===== config.mk =====
export PLATFORM = sky130hd
export DESIGN_NAME = pll_clock_divider_controller
export DESIGN_NICKNAME = d
export VERILOG_FILES = /design/src/design/pll_clk_pkg.sv /design/src/design/pll_clock_divider_controller.sv
export VERILOG_INCLUDE_DIRS = /design/src /design/src/design
export SDC_FILE = /design/constraint.sdc
export NUM_CORES = 1
export LEC_CHECK = 0
export BUFFER_PORTS_ARGS = -buffer_cell sky130_fd_sc_hd__buf_4
export CAP_MARGIN = 0
export CELL_PAD_IN_SITES_DETAIL_PLACEMENT = 1
export CELL_PAD_IN_SITES_GLOBAL_PLACEMENT = 2
export CORE_UTILIZATION = 37
export DETAILED_ROUTE_END_ITERATION = 12
export PLACE_DENSITY_LB_ADDON = 0.2
export SLEW_MARGIN = 20
export SYNTH_ARGS = -nofsm -noshare
export SYNTH_HDL_FRONTEND = slang
export SYNTH_SLANG_ARGS = --single-unit

===== constraint.sdc =====
create_clock -name clk_sys -period 12.19 [get_ports clk_sys]
set_clock_uncertainty 0.15 [all_clocks]
set_input_delay 0.6095 -clock clk_sys [delete_from_list [all_inputs] [get_ports clk_sys]]
set_output_delay 0.6095 -clock clk_sys [all_outputs]
set_load 0.02 [all_outputs]

===== src/design/pll_clk_cfg.svh =====
// Offsets, field positions, reset values and timing counts of the clock controller.
// Assumes a 12-bit APB byte address and a 100 MHz clk_sys.
`ifndef PLL_CLK_CFG_SVH
`define PLL_CLK_CFG_SVH
// Register byte offsets
`define OFF_CTL 12'h100
`define OFF_MULT 12'h110
`define OFF_PRE 12'h114
`define OFF_DIV1 12'h118
`define OFF_CMD 12'h138
`define OFF_STAT 12'h13c
`define OFF_ALIGN 12'h140
`define OFF_CHG 12'h144
`define OFF_DIV4 12'h160
// Field positions
`define CTL_MODE 0
`define CTL_RST 3
`define CTL_SRC 5
`define CTL_ONE 6
`define DIV_EN 15
`define CMD_GO 0
`define STAT_BUSY 0
`define STAT_LOCK 1
// Reset values
`define RST_CTL_SRC 1'b1
`define RST_CTL_RST 1'b1
`define RST_DIV_EN 1'b1
// Timing: clock period and PLL lock time
`define CLK_NS 10
`define LOCK_NS 2000
`define LOCK_CYC ((`LOCK_NS + `CLK_NS - 1) / `CLK_NS)
`define REF_HALF_CYC 64
`endif


===== src/design/pll_clk_pkg.sv =====
// Types shared by the clock controller.
// Assumes pll_clk_cfg.svh holds the numbers.
package pll_clk_pkg;
    // Ratio-apply sequencer states
    typedef enum logic [1:0] {GO_IDLE, GO_PAUSE, GO_DONE} go_state_type;
    typedef logic [4:0] ratio_type;
endpackage


===== src/design/pll_clock_divider_controller.sv =====
// PLL clock controller: mode select, pre-divider, PLL model, system dividers, APB registers.
// Assumes clk_sys is the fast oscillator; the reference clock and the PLL output are
// modelled as half-period tick enables, and every output clock is a flop level.
`include "pll_clk_cfg.svh"

module pll_clock_divider_controller
    import pll_clk_pkg::*;
#(
    parameter int NUM_DIV = 16,
    parameter int REF_HALF = `REF_HALF_CYC,
    parameter int LOCK_CYC = `LOCK_CYC
) (
    // Clock and reset
    input wire logic clk_sys,
    input wire logic rst,
    // APB slave
    input wire logic psel,
    input wire logic penable,
    input wire logic pwrite,
    input wire logic [11:0] paddr,
    input wire logic [31:0] pwdata,
    output logic [31:0] prdata,
    output logic pready,
    output logic pslverr,
    // Generated clocks
    output logic aux_ref_clock,
    output logic [NUM_DIV-1:0] system_clock
);

    ////////////////////////////////////////////////////////////////////////////////
    // State

    typedef struct packed {
        logic ctl_mode;
        logic ctl_rst;
        logic ctl_src;
        logic [5:0] mult;
        ratio_type pre_ratio;
        logic pre_en;
        logic [NUM_DIV-1:0][4:0] div_ratio;
        logic [NUM_DIV-1:0][4:0] act_ratio;
        logic [NUM_DIV-1:0] div_en;
        logic [NUM_DIV-1:0] align;
        logic [NUM_DIV-1:0] chg;
        logic [NUM_DIV-1:0] hold;
        logic [NUM_DIV-1:0] op_mask;
        logic [NUM_DIV-1:0][4:0] cnt;
        logic [NUM_DIV-1:0] clk_out;
        go_state_type go;
        logic [7:0] ref_cnt;
        logic ref_lvl;
        logic [11:0] nco;
        logic [15:0] lock_cnt;
        logic locked;
        logic pready;
        logic [31:0] prdata;
        logic pslverr;
    } state_type;

    localparam state_type RESET_STATE = '{
        ctl_src: `RST_CTL_SRC,
        ctl_rst: `RST_CTL_RST,
        div_en: {NUM_DIV{`RST_DIV_EN}},
        go: GO_IDLE,
        default: '0
    };

    state_type q;
    state_type next_q;
    logic wr;
    logic hit;
    logic ref_tick;
    logic nco_tick;
    logic src_tick;
    logic pll_mode;
    logic go_req;
    logic [31:0] rd;
    logic [11:0] thr;
    logic [12:0] sum;
    logic [NUM_DIV-1:0] set_chg;
    logic [NUM_DIV-1:0] rel;

    // Byte address of system divider i: two separate banks
    function automatic logic [11:0] div_addr(input int i);
        return (i < 3) ? 12'(`OFF_DIV1 + 4 * i) : 12'(`OFF_DIV4 + 4 * (i - 3));
    endfunction

    ////////////////////////////////////////////////////////////////////////////////
    // Next-state logic

    always_comb begin
        next_q = q;
        wr = psel & penable & q.pready & pwrite;
        hit = 1'b0;
        rd = 32'h0;
        go_req = 1'b0;
        set_chg = '0;
        rel = '0;
        nco_tick = 1'b0;
        // Reference clock model and auxiliary copy
        ref_tick = (q.ref_cnt == 8'(REF_HALF - 1));
        next_q.ref_cnt = ref_tick ? 8'h00 : q.ref_cnt + 8'h01;
        if (ref_tick) begin
            next_q.ref_lvl = ~q.ref_lvl;
        end
        // Register decode; writes land only at the edge where pready is seen high
        case (paddr)
            `OFF_CTL: begin
                hit = 1'b1;
                rd[`CTL_ONE] = 1'b1;
                rd[`CTL_SRC] = q.ctl_src;
                rd[`CTL_RST] = q.ctl_rst;
                rd[`CTL_MODE] = q.ctl_mode;
                if (wr) begin
                    next_q.ctl_src = pwdata[`CTL_SRC];
                    next_q.ctl_rst = pwdata[`CTL_RST];
                    next_q.ctl_mode = pwdata[`CTL_MODE];
                end
            end
            `OFF_MULT: begin
                hit = 1'b1;
                rd[5:0] = q.mult;
                if (wr) begin
                    next_q.mult = pwdata[5:0];
                end
            end
            `OFF_PRE: begin
                hit = 1'b1;
                rd[`DIV_EN] = q.pre_en;
                rd[4:0] = q.pre_ratio;
                if (wr) begin
                    next_q.pre_en = pwdata[`DIV_EN];
                    next_q.pre_ratio = pwdata[4:0];
                end
            end
            `OFF_CMD: begin
                hit = 1'b1;
                go_req = wr & pwdata[`CMD_GO];
            end
            `OFF_STAT: begin
                hit = 1'b1;
                rd[`STAT_BUSY] = (q.go != GO_IDLE);
                rd[`STAT_LOCK] = q.locked;
            end
            `OFF_ALIGN: begin
                hit = 1'b1;
                rd[NUM_DIV-1:0] = q.align;
                if (wr) begin
                    next_q.align = pwdata[NUM_DIV-1:0];
                end
            end
            `OFF_CHG: begin
                hit = 1'b1;
                rd[NUM_DIV-1:0] = q.chg;
            end
            default: hit = 1'b0;
        endcase
        for (int i = 0; i < NUM_DIV; i++) begin
            if (paddr == div_addr(i)) begin
                hit = 1'b1;
                rd[`DIV_EN] = q.div_en[i];
                rd[4:0] = q.div_ratio[i];
                if (wr) begin
                    next_q.div_en[i] = pwdata[`DIV_EN];
                    next_q.div_ratio[i] = pwdata[4:0];
                    set_chg[i] = (pwdata[4:0] != q.div_ratio[i]);
                end
            end
        end

        // One wait state: pready, read data and error all come from flops
        next_q.pready = psel & penable & ~q.pready;
        next_q.prdata = next_q.pready ? rd : 32'h0;
        next_q.pslverr = next_q.pready & ~hit;
        // Mode select counts only once its source bit is cleared
        pll_mode = ~q.ctl_src & q.ctl_mode;
        // Pre-divider and PLL as a phase accumulator: out rate = ref * (m+1) / (p+1)
        thr = 12'(({7'h00, q.pre_ratio} + 12'h001) * 12'(REF_HALF));
        sum = {1'b0, q.nco} + {7'h00, q.mult} + 13'h0001;
        if (q.ctl_rst || !q.pre_en) begin
            next_q.nco = 12'h000;
        end else if (sum >= {1'b0, thr}) begin
            next_q.nco = 12'(sum - {1'b0, thr});
            nco_tick = 1'b1;
        end else begin
            next_q.nco = sum[11:0];
        end
        // Lock timer restarts on every PLL reset
        if (q.ctl_rst) begin
            next_q.lock_cnt = 16'h0000;
            next_q.locked = 1'b0;
        end else if (!q.locked) begin
            next_q.lock_cnt = q.lock_cnt + 16'h0001;
            next_q.locked = (q.lock_cnt == 16'(LOCK_CYC - 1));
        end
        // Divider input: locked PLL output, or the reference in bypass
        src_tick = pll_mode ? (nco_tick & q.locked) : ref_tick;
        // Ratio-apply sequencer
        unique case (q.go)
            GO_IDLE: begin
                if (go_req) begin
                    next_q.op_mask = q.chg;
                    next_q.hold = q.chg & q.align;
                    for (int i = 0; i < NUM_DIV; i++) begin
                        if (q.chg[i] && !q.align[i]) begin
                            next_q.act_ratio[i] = q.div_ratio[i];
                        end
                    end
                    next_q.go = ((q.chg & q.align) != '0) ? GO_PAUSE : GO_DONE;
                end
            end
            GO_PAUSE: begin
                // Restart only once every held clock sits low
                if (src_tick && (q.hold & q.clk_out) == '0) begin
                    rel = q.hold;
                    for (int i = 0; i < NUM_DIV; i++) begin
                        if (q.hold[i]) begin
                            next_q.act_ratio[i] = q.div_ratio[i];
                        end
                    end
                    next_q.hold = '0;
                    next_q.go = GO_DONE;
                end
            end
            GO_DONE: begin
                next_q.chg = q.chg & ~q.op_mask;
                next_q.go = GO_IDLE;
            end
        endcase
        // A flag set in the clearing cycle survives
        next_q.chg = next_q.chg | set_chg;
        // System dividers count half periods, so odd ratios keep 50% duty
        for (int i = 0; i < NUM_DIV; i++) begin
            if (!next_q.div_en[i]) begin
                next_q.clk_out[i] = 1'b0;
                next_q.cnt[i] = 5'h00;
            end else if (rel[i]) begin
                next_q.clk_out[i] = 1'b1;
                next_q.cnt[i] = 5'h00;
            end else if (q.hold[i] && !q.clk_out[i]) begin
                next_q.cnt[i] = 5'h00;
            end else if (src_tick) begin
                if (q.cnt[i] >= q.act_ratio[i]) begin
                    next_q.clk_out[i] = ~q.clk_out[i];
                    next_q.cnt[i] = 5'h00;
                end else begin
                    next_q.cnt[i] = q.cnt[i] + 5'h01;
                end
            end
        end
    end

    ////////////////////////////////////////////////////////////////////////////////
    // State register

    always_ff @(posedge clk_sys or posedge rst) begin
        if (rst) begin
            q <= RESET_STATE;
        end else begin
            q <= next_q;
        end
    end

    // Outputs straight from flops
    assign prdata = q.prdata;
    assign pready = q.pready;
    assign pslverr = q.pslverr;
    assign aux_ref_clock = q.ref_lvl;
    assign system_clock = q.clk_out;
endmodule // pll_clock_divider_controller


==> results.md, run 1 <==
- The count of unique library cells instantiated by Yosys is 80.
- Along the worst path, the maximum fanout reaches 43.
- The first detailed-routing pass ran for 5 iterations.
- For this run, the number of standard cells in the final layout without fillers is 3076.
- The clock net in this run drives a total of 409 sinks.
- The clock insertion delay at the later pin of the skew report is 0.62 ns.
- The congestion estimate from routability-driven global placement came to 0.815.
- The total routing resource utilization after global routing is 23.2%.
- By startpoint and endpoint, the worst setup path is classified as register to register.
- The routed length per instance is 23.3 µm.
- The area share of and/or/nand/nor cells after synthesis is 13.4%.
- The worst path uses 51.5% of the clock period.
- The share of synthesized area in the top cell type comes to 42.7%.
- The fraction of registers with async set/reset is 100%.
- Synthesis inferred 409 register bits.
- Setup repair after global routing left no endpoint under its margin.
- The number of failing hold endpoints at the final stage is 0.
- The die footprint is 62900 µm².
- The clock transition at the registers of the reported paths is 0.06 ns.
- The maximum operating frequency is 0.159 GHz.
- The total wire length is 71800 µm.
- After synthesis the cells add up to 22900 µm².
- Entering global routing, the biggest net connects 153 pins.
- The hold path startpoint is pwdata[6].
- The combinational family with the most area after synthesis is simple AND/OR/NAND/NOR gates.
- The width of the die is 251 µm.
- The global-route wire length before repair is 112000 µm.
- The number of buffers inserted during clock tree synthesis is 50.
- The worst setup path is launched from a register.
- The transition at the pin with the smallest max-transition slack is 1.08 ns.
- The worst slew margin relative to its limit is 28.0%.
- The routed layout has 17100 vias.
- The flop-to-flop setup slack is 5.91 ns.
- The total count of max-transition violations in the final report is 0.
- Input and output buffers added on the ports amount to 67.
- The run finished with clean final reports.
- The via count of the first global-routing pass is 17900.
- The longest clock path from root to sink contains 3 buffers.
- Summing the areas of all compound-gate instances in the mapped netlist gives 12.3% of the synthesized area.
- The analysis attributes to cell leakage a power of 11.5 nW.
- The total setup violations reported at the end of the flow is 0.
- Of the post-synthesis cell area, the part taken by muxes is 11.6%.
- sky130_fd_sc_hd__dfrtp_1 takes more of the synthesized area than any other cell.
- Of the total synthesized cell area, the portion taken by full adders, half adders and majority gates is 6.40%.
- The smallest clock period supported by the final layout is computed as 6.28 ns.
- The area growth from synthesis to layout is 12.1%.
- The overflow left after global routing is 0.
- The remaining antenna violation count after routing is 0.
- The worst setup path is captured at a register.
- The tool flagged a number of max-cap violations equal to 0.
- The path class of the tightest hold or removal check is input pin to register.
- Summed over all nets, wire length on met3 after detailed routing comes to 2580 µm.
- The number of DRC markers in iteration 0 is 1091.
- In this run the cell area measured after placement is 23900 µm².
- The total non-filler cell area in the finished layout is 25700 µm².
- The top metal layer carrying routed signals is met5.
- TritonCTS built the clock tree.
- The H-tree was split into 2 levels.
- Using the TritonRoute via totals, the vias-per-cell ratio works out to 5.56.
- Sorting the synthesized cells by area gives the leading types as sky130_fd_sc_hd__dfrtp_1, sky130_fd_sc_hd__mux2_2, sky130_fd_sc_hd__ha_1.
- The number of antenna violations at the first check in global routing was 1.
- The total number of nets in the final design is 2417.
- The post-detailed-route DRC marker count is 0.
- Summed over all nets, wire length on met2 after detailed routing comes to 33900 µm.
- STA puts the critical path data arrival time at 6.65 ns.
- The repair_antennas step left the layout with diodes totalling 0.
- The required time at the endpoint of the critical path is 12.56 ns.
- The total negative slack for setup checks is 0 ns.
- The average cell area after synthesis is 10.2 µm².
- The synthesized netlist cell count is 2236.
- The share of the yosys chip area belonging to registers is 44.8%.
- The clock root buffer is sky130_fd_sc_hd__clkbuf_16.
- Pin placement for this block handled 100 I/O pins.
- Ranked by instance count, the synthesized netlist is headed by sky130_fd_sc_hd__dfrtp_1, sky130_fd_sc_hd__mux2_2, sky130_fd_sc_hd__nand2_1.
- In this run the critical register-to-register path is captured at q[131].
- The wire length on met1 is 33700 µm.
- The capture endpoint of the worst hold path is q[224].
- The maximum vdd ir drop is 0.000102 V.
- The initial cell density of the core is 37.7%.
- The ratio of cells with drive above 1 in the final layout is 18.5%.
- Summed over all nets, the half-perimeter wirelength after detailed placement is 50700 µm.
- The worst hold path was traced through 2 stages.
- The most frequent cell after synthesis is sky130_fd_sc_hd__dfrtp_1.
- The die is 251 µm tall.
- The worst register-to-register path begins at q[416].
- The synthesized design contains 0 enable-type register cells.
- The number of synthesis warnings is 0.
- The flip-flop cell with the highest count after synthesis is sky130_fd_sc_hd__dfrtp_1.
- The final standard cell utilization of the core is 42.2%.
- The post-synthesis share of cell area spent on xor and xnor gates is 6.16%.
- Counting cells, the worst reg-to-reg path comes to 20.
- In this run, placement finished with an instance count of 2980.
- The total core area is 60800 µm².
- Power spread over the standard cell area amounts to 121 nW/µm².
- The number of cell rows is 90.
## flip-flops by register name (all words and copies together) (netlist names)
name           count
system_clock      16
q                374
pslverr            1
pready             1
prdata            16
aux_ref_clock      1
## kinds of logic after synthesis
group	after synthesis
multiplexers	236
buffers and inverters	271
flip-flops	409
AO/OA/AOI/OAI	418
other	1
AND/OR/NAND/NOR	624
XOR/XNOR	161
adder cells (fa/ha/maj)	116
## what timing repair did
item | 4_1_cts | 5_1_grt
endpoints found under the hold margin | 0 | 41
gates resized for setup | 0 | 0
setup buffers | 0 | 0
hold buffers | 0 | 1
## worst max path at each step
stage | start | to | depth (start not counted)
finish | q[416] | q[131] | 20
global route | q[416] | q[140] | 20
global placement | q[416] | q[141] | 20
detailed placement | q[416] | q[141] | 20
CTS | q[416] | q[141] | 20
floorplan | rst | aux_ref_clock | 1
## metrics by stage
| stage | total power [W] | setup WS [ns] | hold slack [ns] |
|---|---|---|---|
| 6_report | 0.00310 | 5.91 | 0.0796 |
| 3_5_place_dp | 0.00152 | 5.84 | 0.318 |
| 2_1_floorplan | 0.00148 | 0.0807 | 0.305 |
| 4_1_cts | 0.00314 | 5.79 | 0.0495 |
| 5_1_grt | 0.00320 | 5.48 | 0.0605 |
| 3_3_place_gp | 0.00152 | 6.07 | 0.312 |
## cell type report
class / instances / area (µm²)
Clock buffer: 70 / 1420
Clock inverter: 24 / 353
Fill cell: 6693 / 35100
Inverter: 137 / 522
Multi-Input combinational cell: 1571 / 11500
Sequential cell: 409 / 10300
Tap cell: 782 / 978
Timing Repair Buffer: 83 / 658
## power breakdown
part	total (W)	internal, W	leakage (nW)	switching (W)
combinational	0.000120	0.0000326	5.15	0.0000873
clock	0.00160	0.000982	0.859	0.000619
sequential	0.00138	0.00137	5.46	0.0000105
## worst max-delay path, cell delays in order, from the launching register on
cell	delay [ns]
sky130_fd_sc_hd__dfrtp_1	0.32
sky130_fd_sc_hd__inv_1	0.08
sky130_fd_sc_hd__ha_1	0.21
sky130_fd_sc_hd__fa_1	0.41
sky130_fd_sc_hd__nand2b_1	0.16
sky130_fd_sc_hd__a21oi_1	0.25
sky130_fd_sc_hd__a21o_1	0.16
sky130_fd_sc_hd__a21o_1	0.14
sky130_fd_sc_hd__and3_1	0.23
sky130_fd_sc_hd__and3_1	0.19
sky130_fd_sc_hd__xor2_1	0.27
sky130_fd_sc_hd__ha_1	0.33
sky130_fd_sc_hd__o21ai_0	0.18
sky130_fd_sc_hd__a31oi_1	0.10
sky130_fd_sc_hd__or4_1	0.52
sky130_fd_sc_hd__a41oi_2	0.44
sky130_fd_sc_hd__or2_2	0.67
sky130_fd_sc_hd__buf_4	0.56
sky130_fd_sc_hd__nor2_1	0.15
sky130_fd_sc_hd__or3_1	0.44
sky130_fd_sc_hd__a21oi_1	0.16
## routing by layer
metal,vias to the layer above,global-route usage (%)
li1,7834,-
met1,8883,32.7
met2,301,37.8
met3,85,2.53
met4,2,6.50
met5,-,0
## cell usage in the layout (no fill, tap or decap), types with 78 or more instances in the layout
cell | netlist | routed
sky130_fd_sc_hd__nand2_1 | 185 | 185
sky130_fd_sc_hd__xnor2_1 | 84 | 84
sky130_fd_sc_hd__nor2_1 | 162 | 161
sky130_fd_sc_hd__ha_1 | 114 | 114
sky130_fd_sc_hd__mux2_2 | 188 | 188
sky130_fd_sc_hd__nand3_1 | 78 | 78
sky130_fd_sc_hd__dfrtp_1 | 391 | 391
sky130_fd_sc_hd__inv_1 | 136 | 135
sky130_fd_sc_hd__a21oi_1 | 140 | 140
sky130_fd_sc_hd__buf_4 | 54 | 80
Note: power is estimated with default switching activity, not from simulation.
==> run 2, diff against run 1 <==
==> constraint.sdc (replaced) <==
create_clock -name clk_sys -period 5.17 [get_ports clk_sys]
set_clock_uncertainty 0.15 [all_clocks]
set_input_delay 0.2585 -clock clk_sys [delete_from_list [all_inputs] [get_ports clk_sys]]
set_output_delay 0.2585 -clock clk_sys [all_outputs]
set_load 0.02 [all_outputs]
==> run 2 against run 1 <==
The flow now finishes with violations (max-capacitance violations, max-slew violations). Non-clock buffer count up 63. Final area up 2.3%. Total power up 130%. Global-route usage up 0.43 points. Register-to-register slack worse by 5.7 ns. Combinational power up 150%. Via count up 1.7%. First-iteration DRC count up 4.6%. Clock-buffer cell count unchanged. Clock power up 120%. Critical path type unchanged. Highest routed layer unchanged.
==> results.md, run 2 (synthesized netlist as in run 1, its figures left out) <==
- The stage delay of the slowest cell on the critical path is 0.39 ns (was 0.67 ns).
- The number of input and output port buffers inserted was 67 (unchanged).
- The post-detailed-route DRC marker count is 0 (unchanged).
- The count of TritonRoute iterations in the first routing pass came to 5 (unchanged).
- The post-layout worst setup margin was 0.251 ns (was 5.91 ns).
- The via count of the first global-routing pass came to 18100 (was 17900).
- The post-route clock period utilization is 95.1% (was 51.5%).
- The highest fanout seen on the critical path is 7 (was 43).
- The area growth from synthesis to layout was 14.6% (was 12.1%).
- The initial cell density of the core came to 37.7% (unchanged).
- The final standard cell utilization of the core is 43.2% (was 42.2%).
- The vias after detailed routing is 17400 (was 17100).
- The number of buffers inserted during clock tree synthesis was 49 (was 50).
- The routed length per instance is 23.8 µm (was 23.3 µm).
- The width of the die is 251 µm (unchanged).
- The type of the worst setup path is register to register (unchanged).
- The final cell count without fillers was 3138 (was 3076).
- The total number of clock tree sinks was 409 (unchanged).
- The critical path endpoint category is a register (unchanged).
- The pin count of the biggest net entering global routing is 126 (was 153).
- The remaining antenna violation count after routing is 0 (unchanged).
- The worst slew margin relative to its limit is -2.85% (was 28.0%).
- The cell with the largest stage delay on the worst path is sky130_fd_sc_hd__fa_1 (was sky130_fd_sc_hd__or2_2).
- The height of the die is 251 µm (unchanged).
- Leading cell types in the layout, fill and taps excluded: sky130_fd_sc_hd__dfrtp_1, sky130_fd_sc_hd__mux2_2, sky130_fd_sc_hd__nand2_1 (unchanged).
- The flip-flop count of the largest register after layout is 374 (unchanged).
- The global-route wire length before repair came to 113000 µm (was 112000 µm).
- The cell area power density came to 272 nW/µm² (was 121 nW/µm²).
- The maximum vdd ir drop is 0.000237 V (was 0.000102 V).
- The transition at the pin with the smallest max-transition slack was 1.54 ns (was 1.08 ns).
- The CTS tree is built (unchanged).
- The total number of nets in the final design is 2481 (was 2417).
- The clock insertion delay at the later pin of the skew report is 0.61 ns (was 0.62 ns).
- The weighted congestion at the end of routability-driven global placement came to 0.829 (was 0.815).
- The ratio of cells with drive above 1 in the final layout is 20.7% (was 18.5%).
- The clock transition at the registers of the reported paths is 0.06 ns (about the same).
- The overflow left after global routing is 0 (unchanged).
- The number of failing hold endpoints at the final stage is 0 (unchanged).
- The die footprint is 62900 µm² (unchanged).
- The worst setup slack before clock tree synthesis is -0.0166 ns (was 5.84 ns).
- The required time at the endpoint of the critical path is 5.50 ns (was 12.56 ns).
- The total wire length is 74600 µm (was 71800 µm).
- The via density per instance is 5.54 (was 5.56).
- The minimum clock period after layout is 4.92 ns (was 6.28 ns).
- The maximum number of buffers from clock root to sink is 3 (unchanged).
- The arrival time at the worst endpoint came to 5.25 ns (was 6.65 ns).
- The most frequent standard cell in the layout excluding fill and tap cells was sky130_fd_sc_hd__dfrtp_1 (unchanged).
- The number of antenna violations at the first check in global routing is 2 (was 1).
- The HPWL reported at the end of detailed placement is 52500 µm (was 50700 µm).
- In this design, the critical path's most frequently occurring cell is sky130_fd_sc_hd__buf_4.
- The clock root buffer is sky130_fd_sc_hd__clkbuf_16 (unchanged).
- The register bank with the most flops is q (unchanged).
- The overall power of the completed layout is 0.00713 W (was 0.00310 W).
- The total setup violations reported at the end of the flow came to 0 (unchanged).
- The count of boundary I/O pins is 100 (unchanged).
- The critical path launch point type is a register (unchanged).
- The number of DRC markers in iteration 0 is 1141 (was 1091).
- The leakage power figure is 11.8 nW (was 11.5 nW).
- The fill cell total of the finished layout is 6705 (was 6693).
- The number of cell rows is 90 (unchanged).
- The max-capacitance violation count is 1 (was 0).
- The total count of max-transition violations in the final report is 7 (was 0).
- The total core area is 60800 µm² (unchanged).
- The maximum operating frequency came to 0.203 GHz (was 0.159 GHz).
- Outcome: complete, but fails checks (was finished clean).
- The path class of the lowest-slack min-delay path is input pin to register (unchanged).
- The total routing resource utilization after global routing is 23.7% (was 23.2%).
- The number of H-tree levels is 2 (unchanged).
- The count of antenna diodes in the layout came to 0 (unchanged).
- The number of placed instances, taps included is 3021 (was 2980).
- The checks that failed: max-capacitance violations, max-slew violations.
- Crit path cell chain: inv_1 -> ha_1 -> fa_1 -> nand2b_1 -> a21oi_2 -> a21o_1 -> a21o_1 -> and3_1 -> and3_1 -> xor2_2 -> ha_1 -> nand4_1 -> nor3_2 -> a41oi_4 -> buf_4 -> nor3_4 -> buf_4 -> buf_12 -> nand2_1 -> a221oi_2 -> buf_4 -> mux2_2 (was inv_1 -> ha_1 -> fa_1 -> nand2b_1 -> a21oi_1 -> a21o_1 -> a21o_1 -> and3_1 -> and3_1 -> xor2_1 -> ha_1 -> o21ai_0 -> a31oi_1 -> or4_1 -> a41oi_2 -> or2_2 -> buf_4 -> nor2_1 -> or3_1 -> a21oi_1).
[run 2: per-layer routing]
metal	global-route usage (%)	vias to the layer above	share of wire (%)
met4	6.26	4	2.6
met2	38.5	347	46
met3	3.81	110	4.7
met1	32.7	8983	46
met5	0	-	0.039
li1	-	7954	-
[run 2: through the flow]
step,hold WS (ns),instance area (µm²),TNS (ns)
finish,0.0526,26200,0
global route,0.103,26200,-0.0177
CTS,0.0279,26000,0
global placement,0.310,24200,0
floorplan,0.260,23000,-287.56
detailed placement,0.308,24200,-0.0651
[run 2: path summary, 6_finish.rpt]
path,start,endpoint,slack (ns),cells after the start
min reg2reg,aux_ref_clock,aux_ref_clock,0.32,1
min in group asynchronous,rst,q[106],0.31,3
max,q[416],q[299],0.25,22
min,pwdata[2],q[392],0.05,3
max reg2reg,q[416],q[299],0.25,22
max in group asynchronous,rst,q[145],3.28,4
[run 2: cell type report]
cell class	instances	area (µm²)	area share [%]
clock inverters	21	219	0.834
inverters	137	518	1.97
clock buffers	70	1450	5.51
multi-input cells	1573	11500	44.0
well taps	782	978	3.73
flip-flops and latches	409	10300	39.1
repair buffers	146	1280	4.87
[run 2: worst max-delay path, delay by kind of cell, from the launching register on]
family,cells,cell delay (ns)
mux,1,0.33
flops,1,0.32
simple gates,7,1.29
fa+ha+maj,3,0.92
buf+inv,5,0.76
compound gates,5,0.94
xor+xnor,1,0.08
[run 2: where the power goes]
part / switching (W) / internal, W / leakage, nW / total [W]
Combinational: 0.000211 / 0.0000852 / 5.51 / 0.000296
Sequential: 0.0000240 / 0.00322 / 5.46 / 0.00324
Clock: 0.00145 / 0.00214 / 0.834 / 0.00359
Total: 0.00169 / 0.00545 / 11.8 / 0.00713
[run 2: what timing repair did]
action                                  4_1_cts  5_1_grt
resized for setup                             0       14
pin swaps                                     1        2
buffers inserted                              0       11
hold endpoints to repair                     44        0
endpoints found under the setup margin       15      115
hold buffers                                 11        0
gates cloned                                  0        4
